`src/pkg/rsbm_pkg.sv`:
```
// Constants and types shared by the subaddress buffer manager
package rsbm_pkg;
	localparam logic [15:0] STACK_PTR_A = 16'h0100;
	localparam logic [15:0] STACK_PTR_B = 16'h0104;
	localparam logic [15:0] LUT_BASE_A = 16'h0140;
	localparam logic [15:0] LUT_BASE_B = 16'h01C0;
	localparam logic [15:0] MC_IRQ_TABLE = 16'h0108;
	localparam logic [6:0] SEC_TX = 7'h00_00;
	localparam logic [6:0] SEC_RX = 7'h00_20;
	localparam logic [6:0] SEC_BC = 7'h00_40;
	localparam logic [6:0] SEC_CW = 7'h00_60;
	localparam logic [15:0] CIRC_MIN_LEN = 16'h0080;
	localparam logic [15:0] DBL_TOGGLE = 16'h0020;
	localparam logic [5:0] BLOCK_MAX = 6'h20;
	// APB register byte offsets
	localparam logic [7:0] REG_CFG1 = 8'h00;
	localparam logic [7:0] REG_IMASK = 8'h04;
	localparam logic [7:0] REG_STATUS = 8'h08;
	localparam logic [15:0] CFG1_RESET = 16'h0000;
	localparam logic [5:0] IMASK_RESET = 6'h00;
	// Configuration register 1 fields
	localparam int CFG_AREA_B = 13;
	localparam int CFG_LEGACY = 12;
	localparam int CFG_BC_SEP = 11;
	localparam int CFG_UPD_INV = 10;
	localparam int CFG_HOLD_RX_INV = 9;
	localparam int CFG_MC_IRQ_EN = 8;
	// Control word: double buffer flag, then tx, rx, bcast fields of five bits
	localparam int CW_DBL = 15;
	localparam int CW_TX_LSB = 10;
	localparam int CW_RX_LSB = 5;
	localparam int CW_BC_LSB = 0;
	// Block status word bits
	localparam int BSW_EOM = 15;
	localparam int BSW_BUSY = 14;
	localparam int BSW_ERR = 13;
	localparam int BSW_ROLL = 12;
	localparam int BSW_BCAST = 11;
	// Interrupt cause bits
	localparam int IRQ_EOM = 0;
	localparam int IRQ_ERR = 1;
	localparam int IRQ_SA = 2;
	localparam int IRQ_CIRC = 3;
	localparam int IRQ_MC = 4;
	localparam int IRQ_STACK = 5;
	typedef enum logic [3:0] {S_IDLE, S_SP, S_CW, S_PTR, S_DESC2, S_DESC3, S_DESC0,
		S_DATA, S_MC, S_MCCHK, S_END1, S_END2, S_UPD, S_SPWR} rsbm_state_t;
endpackage : rsbm_pkg

```
`src/verilog/rsbm_top.sv`:
```
// Remote terminal subaddress buffer manager with APB configuration port
`timescale 1ns/10ps
`default_nettype none
module rsbm_top
	import rsbm_pkg::*;
(
	input wire logic I_MCLK,
	input wire logic I_RST,
	input wire logic I_CE,
	input wire logic I_PSEL,
	input wire logic I_PENABLE,
	input wire logic I_PWRITE,
	input wire logic [7:0] I_PADDR,
	input wire logic [31:0] I_PWDATA,
	output logic [31:0] O_PRDATA,
	output logic O_PREADY,
	output logic O_PSLVERR,
	input wire logic I_MSG_START,
	input wire logic [15:0] I_MSG_CMD,
	input wire logic I_MSG_BCAST,
	input wire logic I_MSG_END,
	input wire logic I_MSG_OK,
	output logic O_MSG_READY,
	input wire logic I_RX_VALID,
	input wire logic [15:0] I_RX_DATA,
	input wire logic I_TX_REQ,
	output logic O_TX_VALID,
	output logic [15:0] O_TX_DATA,
	input wire logic [15:0] I_TIME_TAG,
	output logic [15:0] O_RAM_ADDR,
	output logic [15:0] O_RAM_WDATA,
	output logic O_RAM_WE,
	output logic O_RAM_RE,
	input wire logic [15:0] I_RAM_RDATA,
	output logic O_INT_REQ,
	output logic [5:0] O_INT_CAUSE
);
	import rsbm_pkg::*;

	typedef struct packed {
		rsbm_state_t st;
		logic [15:0] cfg;
		logic [5:0] imask;
		logic [31:0] prdata;
		logic [15:0] sp;
		logic [15:0] cw;
		logic [15:0] ptr;
		logic [15:0] cmd;
		logic bc;
		logic [5:0] wc;
		logic ok;
		logic rolled;
		logic mc_hit;
		logic tx_pend;
		logic tx_valid;
		logic [15:0] tx_data;
		logic int_req;
		logic [5:0] int_cause;
		logic [5:0] last_cause;
	} rsbm_regs_t;

	rsbm_regs_t r;
	rsbm_regs_t next_r;

	// Mask of an aligned circular buffer of length 128 << (code - 1)
	function automatic logic [15:0] circ_mask(input logic [2:0] code);
		circ_mask = (CIRC_MIN_LEN << (code - 3'd1)) - 16'd1;
	endfunction : circ_mask

	// Stack sizes 256, 512, 1024, 2048 words
	function automatic logic [15:0] stack_mask(input logic [1:0] code);
		stack_mask = (16'h0100 << code) - 16'd1;
	endfunction : stack_mask

	// Advance inside an aligned window; upper bits stay, lower bits wrap
	function automatic logic [15:0] wrap_add(input logic [15:0] base, input logic [15:0] off,
		input logic [15:0] mask);
		wrap_add = (base & ~mask) | ((base + off) & mask);
	endfunction : wrap_add

	// Decoded per-message setup, derived from the latched command, control word and configuration register
	logic is_tx;
	logic is_mc;
	logic use_bc_sec;
	logic [4:0] sa;
	logic [4:0] field;
	logic [2:0] len_code;
	logic circ;
	logic dbl;
	logic [15:0] lut_base;
	logic [15:0] sp_addr;
	logic [15:0] cmask;
	logic [15:0] data_addr;
	logic [15:0] upd_ptr;
	logic [15:0] next_sp;
	logic stack_roll;
	logic upd_en;
	logic [5:0] events;

	// Lookup index from T/R, subaddress and optionally broadcast
	always_comb
	begin
		is_tx = r.cmd[10];
		sa = r.cmd[9:5];
		is_mc = (sa == 5'd0) || (sa == 5'd31);
		use_bc_sec = r.bc && r.cfg[CFG_BC_SEP] && !is_tx;
		lut_base = r.cfg[CFG_AREA_B] ? LUT_BASE_B : LUT_BASE_A;
		sp_addr = r.cfg[CFG_AREA_B] ? STACK_PTR_B : STACK_PTR_A;
		if (is_tx)
			field = r.cw[CW_TX_LSB +: 5];
		else if (use_bc_sec)
			field = r.cw[CW_BC_LSB +: 5];
		else
			field = r.cw[CW_RX_LSB +: 5];
		// Legacy mode ignores the control word buffering scheme; field bit 4 still raises the SA interrupt
		len_code = r.cfg[CFG_LEGACY] ? 3'd0 : field[2:0];
		circ = (len_code != 3'd0);
		dbl = !circ && !is_tx && !r.cfg[CFG_LEGACY] && r.cw[CW_DBL];
		cmask = circ_mask(len_code);
	end

	// Data word address and end-of-message pointer values
	always_comb
	begin
		if (circ)
			data_addr = wrap_add(r.ptr, {10'd0, r.wc}, cmask);
		else
			data_addr = r.ptr + {10'd0, r.wc};
		if (circ)
			upd_ptr = wrap_add(r.ptr, {10'd0, r.wc}, cmask);
		else
			upd_ptr = r.ptr ^ DBL_TOGGLE;
		next_sp = wrap_add(r.sp, 16'd4, stack_mask(r.cfg[1:0]));
		stack_roll = ((r.sp & stack_mask(r.cfg[1:0])) + 16'd4) > stack_mask(r.cfg[1:0]);
		// Invalid receives may keep the pointer so a retry overwrites bad data
		if (circ)
			upd_en = r.ok || (r.cfg[CFG_UPD_INV] && !(r.cfg[CFG_HOLD_RX_INV] && !is_tx));
		else
			upd_en = dbl && r.ok;
		events = '0;
		events[IRQ_EOM] = 1'b1;
		events[IRQ_ERR] = !r.ok;
		events[IRQ_SA] = field[4];
		events[IRQ_CIRC] = field[3] && circ && r.rolled;
		events[IRQ_MC] = r.mc_hit;
		events[IRQ_STACK] = stack_roll;
	end

	// Shared RAM port driven from the sequencer state
	always_comb
	begin
		O_RAM_ADDR = 16'h0000;
		O_RAM_WDATA = 16'h0000;
		O_RAM_WE = 1'b0;
		O_RAM_RE = 1'b0;
		unique case (r.st)
			S_IDLE:
			begin
			end
			S_SP:
			begin
				O_RAM_ADDR = sp_addr;
				O_RAM_RE = 1'b1;
			end
			S_CW:
			begin
				O_RAM_ADDR = lut_base + {9'd0, SEC_CW} + {11'd0, sa};
				O_RAM_RE = 1'b1;
			end
			S_PTR:
			begin
				O_RAM_ADDR = lut_base + {11'd0, sa};
				if (!is_tx)
					O_RAM_ADDR = lut_base + {9'd0, use_bc_sec ? SEC_BC : SEC_RX} + {11'd0, sa};
				O_RAM_RE = 1'b1;
			end
			S_DESC2:
			begin
				O_RAM_ADDR = {r.sp[15:2], 2'b10};
				O_RAM_WDATA = I_RAM_RDATA;
				O_RAM_WE = 1'b1;
			end
			S_DESC3:
			begin
				O_RAM_ADDR = {r.sp[15:2], 2'b11};
				O_RAM_WDATA = r.cmd;
				O_RAM_WE = 1'b1;
			end
			S_DESC0:
			begin
				O_RAM_ADDR = {r.sp[15:2], 2'b00};
				O_RAM_WDATA[BSW_BUSY] = 1'b1;
				O_RAM_WDATA[BSW_BCAST] = r.bc;
				O_RAM_WE = 1'b1;
			end
			S_DATA:
			begin
				O_RAM_ADDR = data_addr;
				O_RAM_WDATA = I_RX_DATA;
				O_RAM_WE = I_RX_VALID && !is_tx && (circ || r.wc < BLOCK_MAX);
				O_RAM_RE = I_TX_REQ && is_tx && !r.tx_pend;
			end
			S_MC:
			begin
				O_RAM_ADDR = MC_IRQ_TABLE + {13'd0, r.bc, is_tx, r.cmd[4]};
				O_RAM_RE = 1'b1;
			end
			S_MCCHK:
			begin
			end
			S_END1:
			begin
				O_RAM_ADDR = {r.sp[15:2], 2'b00};
				O_RAM_WDATA[BSW_EOM] = 1'b1;
				O_RAM_WDATA[BSW_ERR] = !r.ok;
				O_RAM_WDATA[BSW_ROLL] = r.rolled;
				O_RAM_WDATA[BSW_BCAST] = r.bc;
				O_RAM_WE = 1'b1;
			end
			S_END2:
			begin
				O_RAM_ADDR = {r.sp[15:2], 2'b01};
				O_RAM_WDATA = I_TIME_TAG;
				O_RAM_WE = 1'b1;
			end
			S_UPD:
			begin
				O_RAM_ADDR = lut_base + {11'd0, sa};
				if (!is_tx)
					O_RAM_ADDR = lut_base + {9'd0, use_bc_sec ? SEC_BC : SEC_RX} + {11'd0, sa};
				O_RAM_WDATA = upd_ptr;
				O_RAM_WE = upd_en;
			end
			S_SPWR:
			begin
				O_RAM_ADDR = sp_addr;
				O_RAM_WDATA = next_sp;
				O_RAM_WE = 1'b1;
			end
		endcase
	end

	// Next-state logic for the whole register set
	always_comb
	begin
		next_r = r;
		next_r.int_req = 1'b0;
		next_r.tx_valid = 1'b0;
		// APB: read data captured in setup so it is stable during access
		if (I_PSEL && !I_PENABLE)
		begin
			unique case (I_PADDR)
				REG_CFG1:
					next_r.prdata = {16'h0000, r.cfg};
				REG_IMASK:
					next_r.prdata = {26'd0, r.imask};
				REG_STATUS:
					next_r.prdata = {16'h0000, 7'd0, (r.st != S_IDLE), 2'd0, r.last_cause};
				default:
					next_r.prdata = 32'h0000_0000;
			endcase
		end
		if (I_PSEL && I_PENABLE && I_PWRITE)
		begin
			if (I_PADDR == REG_CFG1)
				next_r.cfg = I_PWDATA[15:0];
			if (I_PADDR == REG_IMASK)
				next_r.imask = I_PWDATA[5:0];
		end
		// Message sequencer
		unique case (r.st)
			S_IDLE:
				if (I_MSG_START)
				begin
					next_r.cmd = I_MSG_CMD;
					next_r.bc = I_MSG_BCAST;
					next_r.wc = 6'd0;
					next_r.rolled = 1'b0;
					next_r.mc_hit = 1'b0;
					next_r.tx_pend = 1'b0;
					next_r.st = S_SP;
				end
			S_SP:
				next_r.st = S_CW;
			S_CW:
			begin
				next_r.sp = I_RAM_RDATA;
				next_r.st = S_PTR;
			end
			S_PTR:
			begin
				next_r.cw = I_RAM_RDATA;
				next_r.st = S_DESC2;
			end
			S_DESC2:
			begin
				next_r.ptr = I_RAM_RDATA;
				next_r.st = S_DESC3;
			end
			S_DESC3:
				next_r.st = S_DESC0;
			S_DESC0:
				next_r.st = S_DATA;
			S_DATA:
			begin
				// Transmit words return one cycle after the RAM read
				if (r.tx_pend)
				begin
					next_r.tx_data = I_RAM_RDATA;
					next_r.tx_valid = 1'b1;
					next_r.tx_pend = 1'b0;
				end
				if (O_RAM_RE || (I_RX_VALID && !is_tx))
				begin
					next_r.tx_pend = O_RAM_RE;
					next_r.wc = r.wc + 6'd1;
				end
				if (I_MSG_END)
				begin
					next_r.ok = I_MSG_OK;
					next_r.rolled = circ && ({10'd0, r.wc} + (r.ptr & cmask)) > cmask;
					next_r.st = (is_mc && r.cfg[CFG_MC_IRQ_EN]) ? S_MC : S_END1;
				end
			end
			S_MC:
				next_r.st = S_MCCHK;
			S_MCCHK:
			begin
				next_r.mc_hit = I_RAM_RDATA[r.cmd[3:0]];
				next_r.st = S_END1;
			end
			S_END1:
				next_r.st = S_END2;
			S_END2:
				next_r.st = S_UPD;
			S_UPD:
				next_r.st = S_SPWR;
			S_SPWR:
			begin
				next_r.int_cause = events & r.imask;
				next_r.int_req = |(events & r.imask);
				next_r.last_cause = events;
				next_r.st = S_IDLE;
			end
		endcase
	end

	// State register; clock enable low freezes everything
	always_ff @(posedge I_MCLK or posedge I_RST)
	begin
		if (I_RST)
		begin
			r <= '0;
			r.st <= S_IDLE;
			r.cfg <= CFG1_RESET;
			r.imask <= IMASK_RESET;
		end
		else if (I_CE)
		begin
			r <= next_r;
		end
	end

	// APB answers in the first access cycle unless the clock enable stalls it
	assign O_PREADY = I_CE;
	assign O_PSLVERR = I_PSEL && I_PENABLE &&
		!(I_PADDR == REG_CFG1 || I_PADDR == REG_IMASK || (I_PADDR == REG_STATUS && !I_PWRITE));
	assign O_PRDATA = r.prdata;
	assign O_MSG_READY = (r.st == S_DATA);
	assign O_TX_VALID = r.tx_valid;
	assign O_TX_DATA = r.tx_data;
	assign O_INT_REQ = r.int_req;
	assign O_INT_CAUSE = r.int_cause;
endmodule : rsbm_top
`default_nettype wire
```
`config.mk`:
```
export PLATFORM = sky130hd
export DESIGN_NAME = rsbm_top
export DESIGN_NICKNAME = d
export VERILOG_FILES = /design/src/pkg/rsbm_pkg.sv /design/src/verilog/rsbm_top.sv
export SDC_FILE = /design/constraint.sdc
export NUM_CORES = 1
export LEC_CHECK = 0
export BUFFER_PORTS_ARGS = -buffer_cell sky130_fd_sc_hd__clkbuf_2
export CORE_AREA = 4 4 160 162
export DETAILED_ROUTE_END_ITERATION = 10
export DIE_AREA = 0 0 164 166
export GPL_ROUTABILITY_DRIVEN = 0
export GPL_TIMING_DRIVEN = 0
export PLACE_DENSITY_LB_ADDON = 0.08
export SYNTH_ARGS = -nofsm -noshare
export SYNTH_HDL_FRONTEND = slang
export SYNTH_SLANG_ARGS = --single-unit
```
`constraint.sdc`:
```
create_clock -name I_MCLK -period 6.3 [get_ports I_MCLK]
set_input_delay 1.575 -clock I_MCLK [delete_from_list [all_inputs] [get_ports I_MCLK]]
set_output_delay 1.575 -clock I_MCLK [all_outputs]
set_load 0.02 [all_outputs]
```
# ---- After elaboration in Yosys (flattened, before gate mapping)
# Cells that the tools add are included.
dict set report word_totals {
  regBits 163
  latch_bits 0
  ram_bits 0
  rom_bits 0
  inputBits 116
  output_inout_bits 93
  wordCells 171
  n_memories 0
}
dict set report op_classes {
  n_addsub 14
  multipliers 0
  n_div 0
  n_lt_le_gt_ge 4
  n_eq_ne 19
  n_shift 2
  n_mux 37
  bitwise 12
  reduce_logical 64
}
# cell n
set op_table {}
lappend op_table {{16-bit case mux with 9 select lines} 1}
lappend op_table {{16-bit AND} 6}
lappend op_table {{11-bit case mux with 6 select lines} 1}
lappend op_table {{4-bit case mux with 14 select lines} 1}
lappend op_table {{16-bit case mux with 3 select lines} 1}
lappend op_table {{17-bit two-way mux} 2}
lappend op_table {{16-bit by 3-bit adder with 16-bit output, second input constant} 2}
lappend op_table {{16-bit > comparator} 2}
lappend op_table {{16-bit two-way mux} 2}
lappend op_table {{16-bit NOT} 2}
lappend op_table {{16-bit OR} 2}
lappend op_table {{16-bit by 1-bit subtractor with 16-bit output, second input constant} 2}
lappend op_table {{4-bit equality test, second input constant} 6}
lappend op_table {{3-bit AND reduction} 8}
lappend op_table {{10-bit by 5-bit adder with 11-bit output} 2}
lappend op_table {{1-bit logical AND} 21}
lappend op_table {{1-bit case mux with 7 select lines} 3}
lappend op_table {{16-bit by 6-bit adder with 16-bit output} 1}
lappend op_table {{6-bit by 16-bit adder with 16-bit output} 1}
lappend op_table {{4-bit by 3-bit equality test with 1-bit output, second input constant} 4}
lappend op_table {{8-bit by 3-bit left shift with 16-bit output, first input constant} 1}
lappend op_table {{9-bit by 2-bit left shift with 16-bit output, first input constant} 1}
lappend op_table {{2-bit case mux with 7 select lines} 1}
lappend op_table {{13-bit two-way mux} 1}
lappend op_table {{43 further kinds} 78}

# ---- Depth between registers and ports, before layout
dict set report logic_depth {
  ltp_word 14
  depth_mapped 23
  ltp_nobuf 22
}

# ---- Least setup slack after synthesis
# No wires, ideal clock.
dict set report synth_timing {
  kind {register to output}
  startpoint {register r[40] in the netlist's numbering}
  endpoint {output port O_RAM_ADDR[11]}
  arrival_time_ns 3.689
  required_ns 4.725
  path_slack_ns 1.036
  path_stages_with_launch 15
  n_path_buf 0
  cell_sequence {dfrtp_1 -> and4bb_1 -> nor4_1 -> nor2_1 -> ha_1 -> and2b_1 -> nand3_1 -> ha_1 -> nor2b_1 -> o311ai_0 -> o221ai_1 -> or2_2 -> o2111ai_1 -> xor2_1 -> o21ai_0}
}
dict set report synth_via {
  elab_chain_cells 13
  elab_cells_between_ends 15
  cone_classes {add/sub (2); shift (1); mux (5); bitwise (4); reduce/logical (3)}
}
# element line
set synth_lines {}
lappend synth_lines {{start, declared} rsbm_top.sv:62} ;# rsbm_regs_t r;
lappend synth_lines {{start signal, assigned} rsbm_top.sv:360} ;# r <= next_r;
lappend synth_lines {{1-bit logical AND (*) (2 in series)} rsbm_top.sv:106} ;# use_bc_sec = r.bc && r.cfg[CFG_BC_SEP] && !is_tx;
lappend synth_lines {{5-bit two-way mux (*)} rsbm_top.sv:111} ;# else if (use_bc_sec)
lappend synth_lines {{5-bit two-way mux (*)} rsbm_top.sv:109} ;# if (is_tx)
lappend synth_lines {{3-bit two-way mux (*)} rsbm_top.sv:116} ;# len_code = r.cfg[CFG_LEGACY] ? 3'd0 : field[2:0];
lappend synth_lines {{3-bit by 1-bit subtractor with 3-bit output} rsbm_top.sv:67} ;# circ_mask = (CIRC_MIN_LEN << (code - 3'd1)) - 16'd1;
lappend synth_lines {{8-bit by 3-bit left shift with 16-bit output} rsbm_top.sv:67}
lappend synth_lines {{16-bit by 1-bit subtractor with 16-bit output} rsbm_top.sv:67}
lappend synth_lines {{16-bit NOT} rsbm_top.sv:78} ;# wrap_add = (base & ~mask) | ((base + off) & mask);
lappend synth_lines {{16-bit AND} rsbm_top.sv:78}
lappend synth_lines {{16-bit OR} rsbm_top.sv:78}
lappend synth_lines {{16-bit two-way mux (*)} rsbm_top.sv:125} ;# if (circ)
lappend synth_lines {{16-bit case mux with 9 select lines (*)} rsbm_top.sv:156} ;# unique case (r.st)
lappend synth_lines {{end, declared} rsbm_top.sv:30} ;# output logic [15:0] O_RAM_ADDR,
# Every way passes the cells marked *; elsewhere a longest branch is shown, timed or not.

# ---- Worst setup path after layout
# Same ends and word-level chain as after synthesis.

==> flow_metrics.tcl <==
set metrics [dict create \
    grt_first_pass_wirelength_um 49900 \
    final_nets 1343 \
    grt_pass1_vias 8150 \
    reg2reg_setup_slack_ns 0.90 \
    ys_types 72 \
    diodes 0 \
    gr-total-overflow 0 \
    ys_async_sr_fraction_pct 100 \
    first_iter_violations 598 \
    drv_slew 0 \
    worstPathArrival_ns 4.49 \
    whs_ns 0.471 \
    yosysWarnings 0 \
    cts.sinks 147 \
    track_usage_pct 24.2 \
    netlist_instances 983 \
    rsz0062_at_grt "false" \
    syn_area_sq_um 9590 \
    final-seq-area_sq_um 3680 \
    end_kind "primary output" \
    critPathMaxFanout 8 \
    reg2reg_depth 19 \
    run_status "finished, final reports clean" \
    clk_latency_ns 0.44 \
    ant_nets 0 \
    setup_viol 0 \
    die-height_um 166 \
    drive_gt1_share_pct 33.2 \
    syn_avg_cell_area_sq_um 9.76 \
    slew-limit-headroom_pct 25.2 \
    min_from "r[0]" \
    synth_edf_count 0 \
    finalWirelength_um 33300 \
    cts_made_buffers 17 \
    worstSetupPathType "register to primary output" \
    hold_violations 0 \
    max_freq_mhz 165 \
    clock_skew_ns 0.0124 \
    vias_per_cell 5.54 \
    path_clk_slew_ns 0.06 \
    dr_total_vias 8476 \
    n_fill_cell 2393 \
    core_area_sq_um 24100 \
    hold_depth 1 \
    r2r-end "r[32]" \
    fin_ws_ns 0.231 \
    start_util_pct 39.8 \
    hold_end "r[0]" \
    area_delta_synth_final_pct 21.1 \
    yosys.area.top_type "dfrtp_1" \
    drc 0 \
    cp.required_ns 4.72 \
    rows 57 \
    dr.pass1.iters 6 \
    root_buffer "clkbuf_16" \
    ios 209 \
    cap_violations 0 \
    powerDensity_nw_per_um2 487 \
    rr_startpoint "is_tx" \
    synthFlopType "dfrtp_1" \
    ys_ff_latch 147 \
    cts_hold_buf 0 \
    cts_tree "built" \
    antenna_found_initial 1 \
    die_w_um 164 \
    grt_max_degree 116 \
    worst_slew_pin_slew_ns 1.12 \
    period_minus_slack_ns 6.07 \
    port_buffers 175 \
    dp_slack_ns 0.381 \
    startpoint_type "register" \
    h-tree-depth 4 \
    dpl.hpwl_um 25700 \
    post_drt_wl_per_cell_um 21.7 \
    die_area_sq_um 27200 \
    synth_top_area_share_pct 38.4 \
    finalCritPeriodShare_pct 96.3 \
    cts_buffer_depth 2 \
    ys_seq_area_share_pct 38.4 \
    p_leak_nw 5.54 \
    multi_input_area_sq_um 5310 \
    synth.area.top_cells "dfrtp_1, mux2_2, buf_4, ha_1, nand2_1" \
    vdd_drop_max_mv 0.197 \
    hold_path_class "register to register" \
]
## cell usage in the layout (no fill, tap or decap), drive strengths merged, types with 8 or more instances in the layout
master	synthesis	final
mux2	110	110
a21o	11	11
and2	8	8
o21ai	67	67
xor2	17	17
nand3	30	30
conb	2	20
mux2i	19	19
ha	31	31
dfrtp	147	147
inv	23	28
nand2b	14	14
nor2	46	46
and3	12	12
a22o	17	17
buf	65	66
nand4	12	12
nand2	88	88
clkbuf	40	232
nor3	16	16
a21oi	45	45
nor2b	9	9
o211ai	8	8
a22oi	19	19
xnor2	32	32
## synthesized netlist by cell type, drive strengths merged (17+ instances only)
| master | number |
|---|---|
| a21oi | 45 |
| a22o | 17 |
| a22oi | 19 |
| buf | 65 |
| clkbuf | 40 |
| dfrtp | 147 |
| ha | 31 |
| inv | 23 |
| mux2 | 110 |
| mux2i | 19 |
| nand2 | 88 |
| nand3 | 30 |
| nor2 | 46 |
| o21ai | 67 |
| xnor2 | 32 |
| xor2 | 17 |
## logic make-up (layout without fill, tap and decap cells)
| logic type | after synthesis | count (layout) | share of synthesized area (%) |
|---|---|---|---|
| compound gates | 229 | 229 | 15.9 |
| xor+xnor | 49 | 49 | 4.47 |
| flops | 147 | 147 | 38.4 |
| buf+inv | 129 | 335 | 7.28 |
| fa+ha+maj | 32 | 32 | 4.25 |
| other cells | 2 | 20 | 0.0783 |
| mux | 134 | 134 | 16.1 |
| simple gates | 261 | 261 | 13.6 |
## timing repair
| item | in CTS | in global routing |
|---|---|---|
| endpoints found under the setup margin | 1 | 5 |
| buffers inserted | 0 | 0 |
| gates resized for setup | 1 | 8 |
## stage by stage
stage / power [mW] / util [%] / setup TNS (ns) / area (sq um) / instances
floorplan: 3.56 / - / 0 / 9660 / 1001
global placement: 4.51 / 45.4 / -208.73 / 10900 / 1500
detailed placement: 4.54 / 45.6 / 0 / 11000 / 1501
CTS: 5.63 / 48.1 / 0 / 11600 / 1531
global route: 6.02 / 48.2 / 0 / 11600 / 1531
finish: 5.66 / 48.2 / 0 / 11600 / 1531
## per-layer routing
metal	vias to the layer above	wire (um)	GRT usage, %
met1	4087	14600	33.6
met5	-	13	0
met3	67	2430	4.62
met2	379	15100	37.4
li1	3941	-	-
met4	2	1100	9.37
## flip-flops by register name (all words and copies together), names as in the netlist
name,count
r,105
O_PRDATA,16
O_TX_DATA,16
O_INT_CAUSE,6
O_INT_REQ,1
O_TX_VALID,1
events,1
is_tx,1
## worst max-delay path: stages, from the launching register on
cell	delay, ns
dfrtp_2	0.49
and4bb_1	0.32
nor4_1	0.30
nor2_1	0.14
ha_1	0.39
and2b_1	0.25
nand3_1	0.22
ha_2	0.31
nor2b_1	0.18
o311ai_0	0.12
o221ai_1	0.23
or2_2	0.33
o2111ai_1	0.21
xor2_1	0.09
o21ai_0	0.25
clkbuf_2	0.23
## worst max path at each step
stage,start,end,slack (ns),depth (start not counted)
floorplan,I_RST,O_INT_CAUSE[0],0.77,1
global placement,I_RST,O_TX_DATA[0],-1.44,2
detailed placement,is_tx,O_RAM_ADDR[11],0.38,17
CTS,r[40],O_RAM_ADDR[11],0.04,16
global route,is_tx,O_RAM_WDATA[13],0.003,14
finish,r[40],O_RAM_ADDR[11],0.23,15
## area by class of cell
class | instances | share of cell area, %
Multi-Input combinational cell | 725 | 45.7
Sequential cell | 147 | 31.7
Timing Repair Buffer | 176 | 7.78
Buffer | 104 | 5.21
Clock buffer | 18 | 3.78
Tap cell | 324 | 3.49
Clock inverter | 13 | 1.48
Inverter | 24 | 0.840
## power by group
part           switching [mW]  internal (mW)
sequential              0.297           1.23
combinational            1.86           1.19
clock                   0.444          0.639
(Power assumes the default switching activity.)
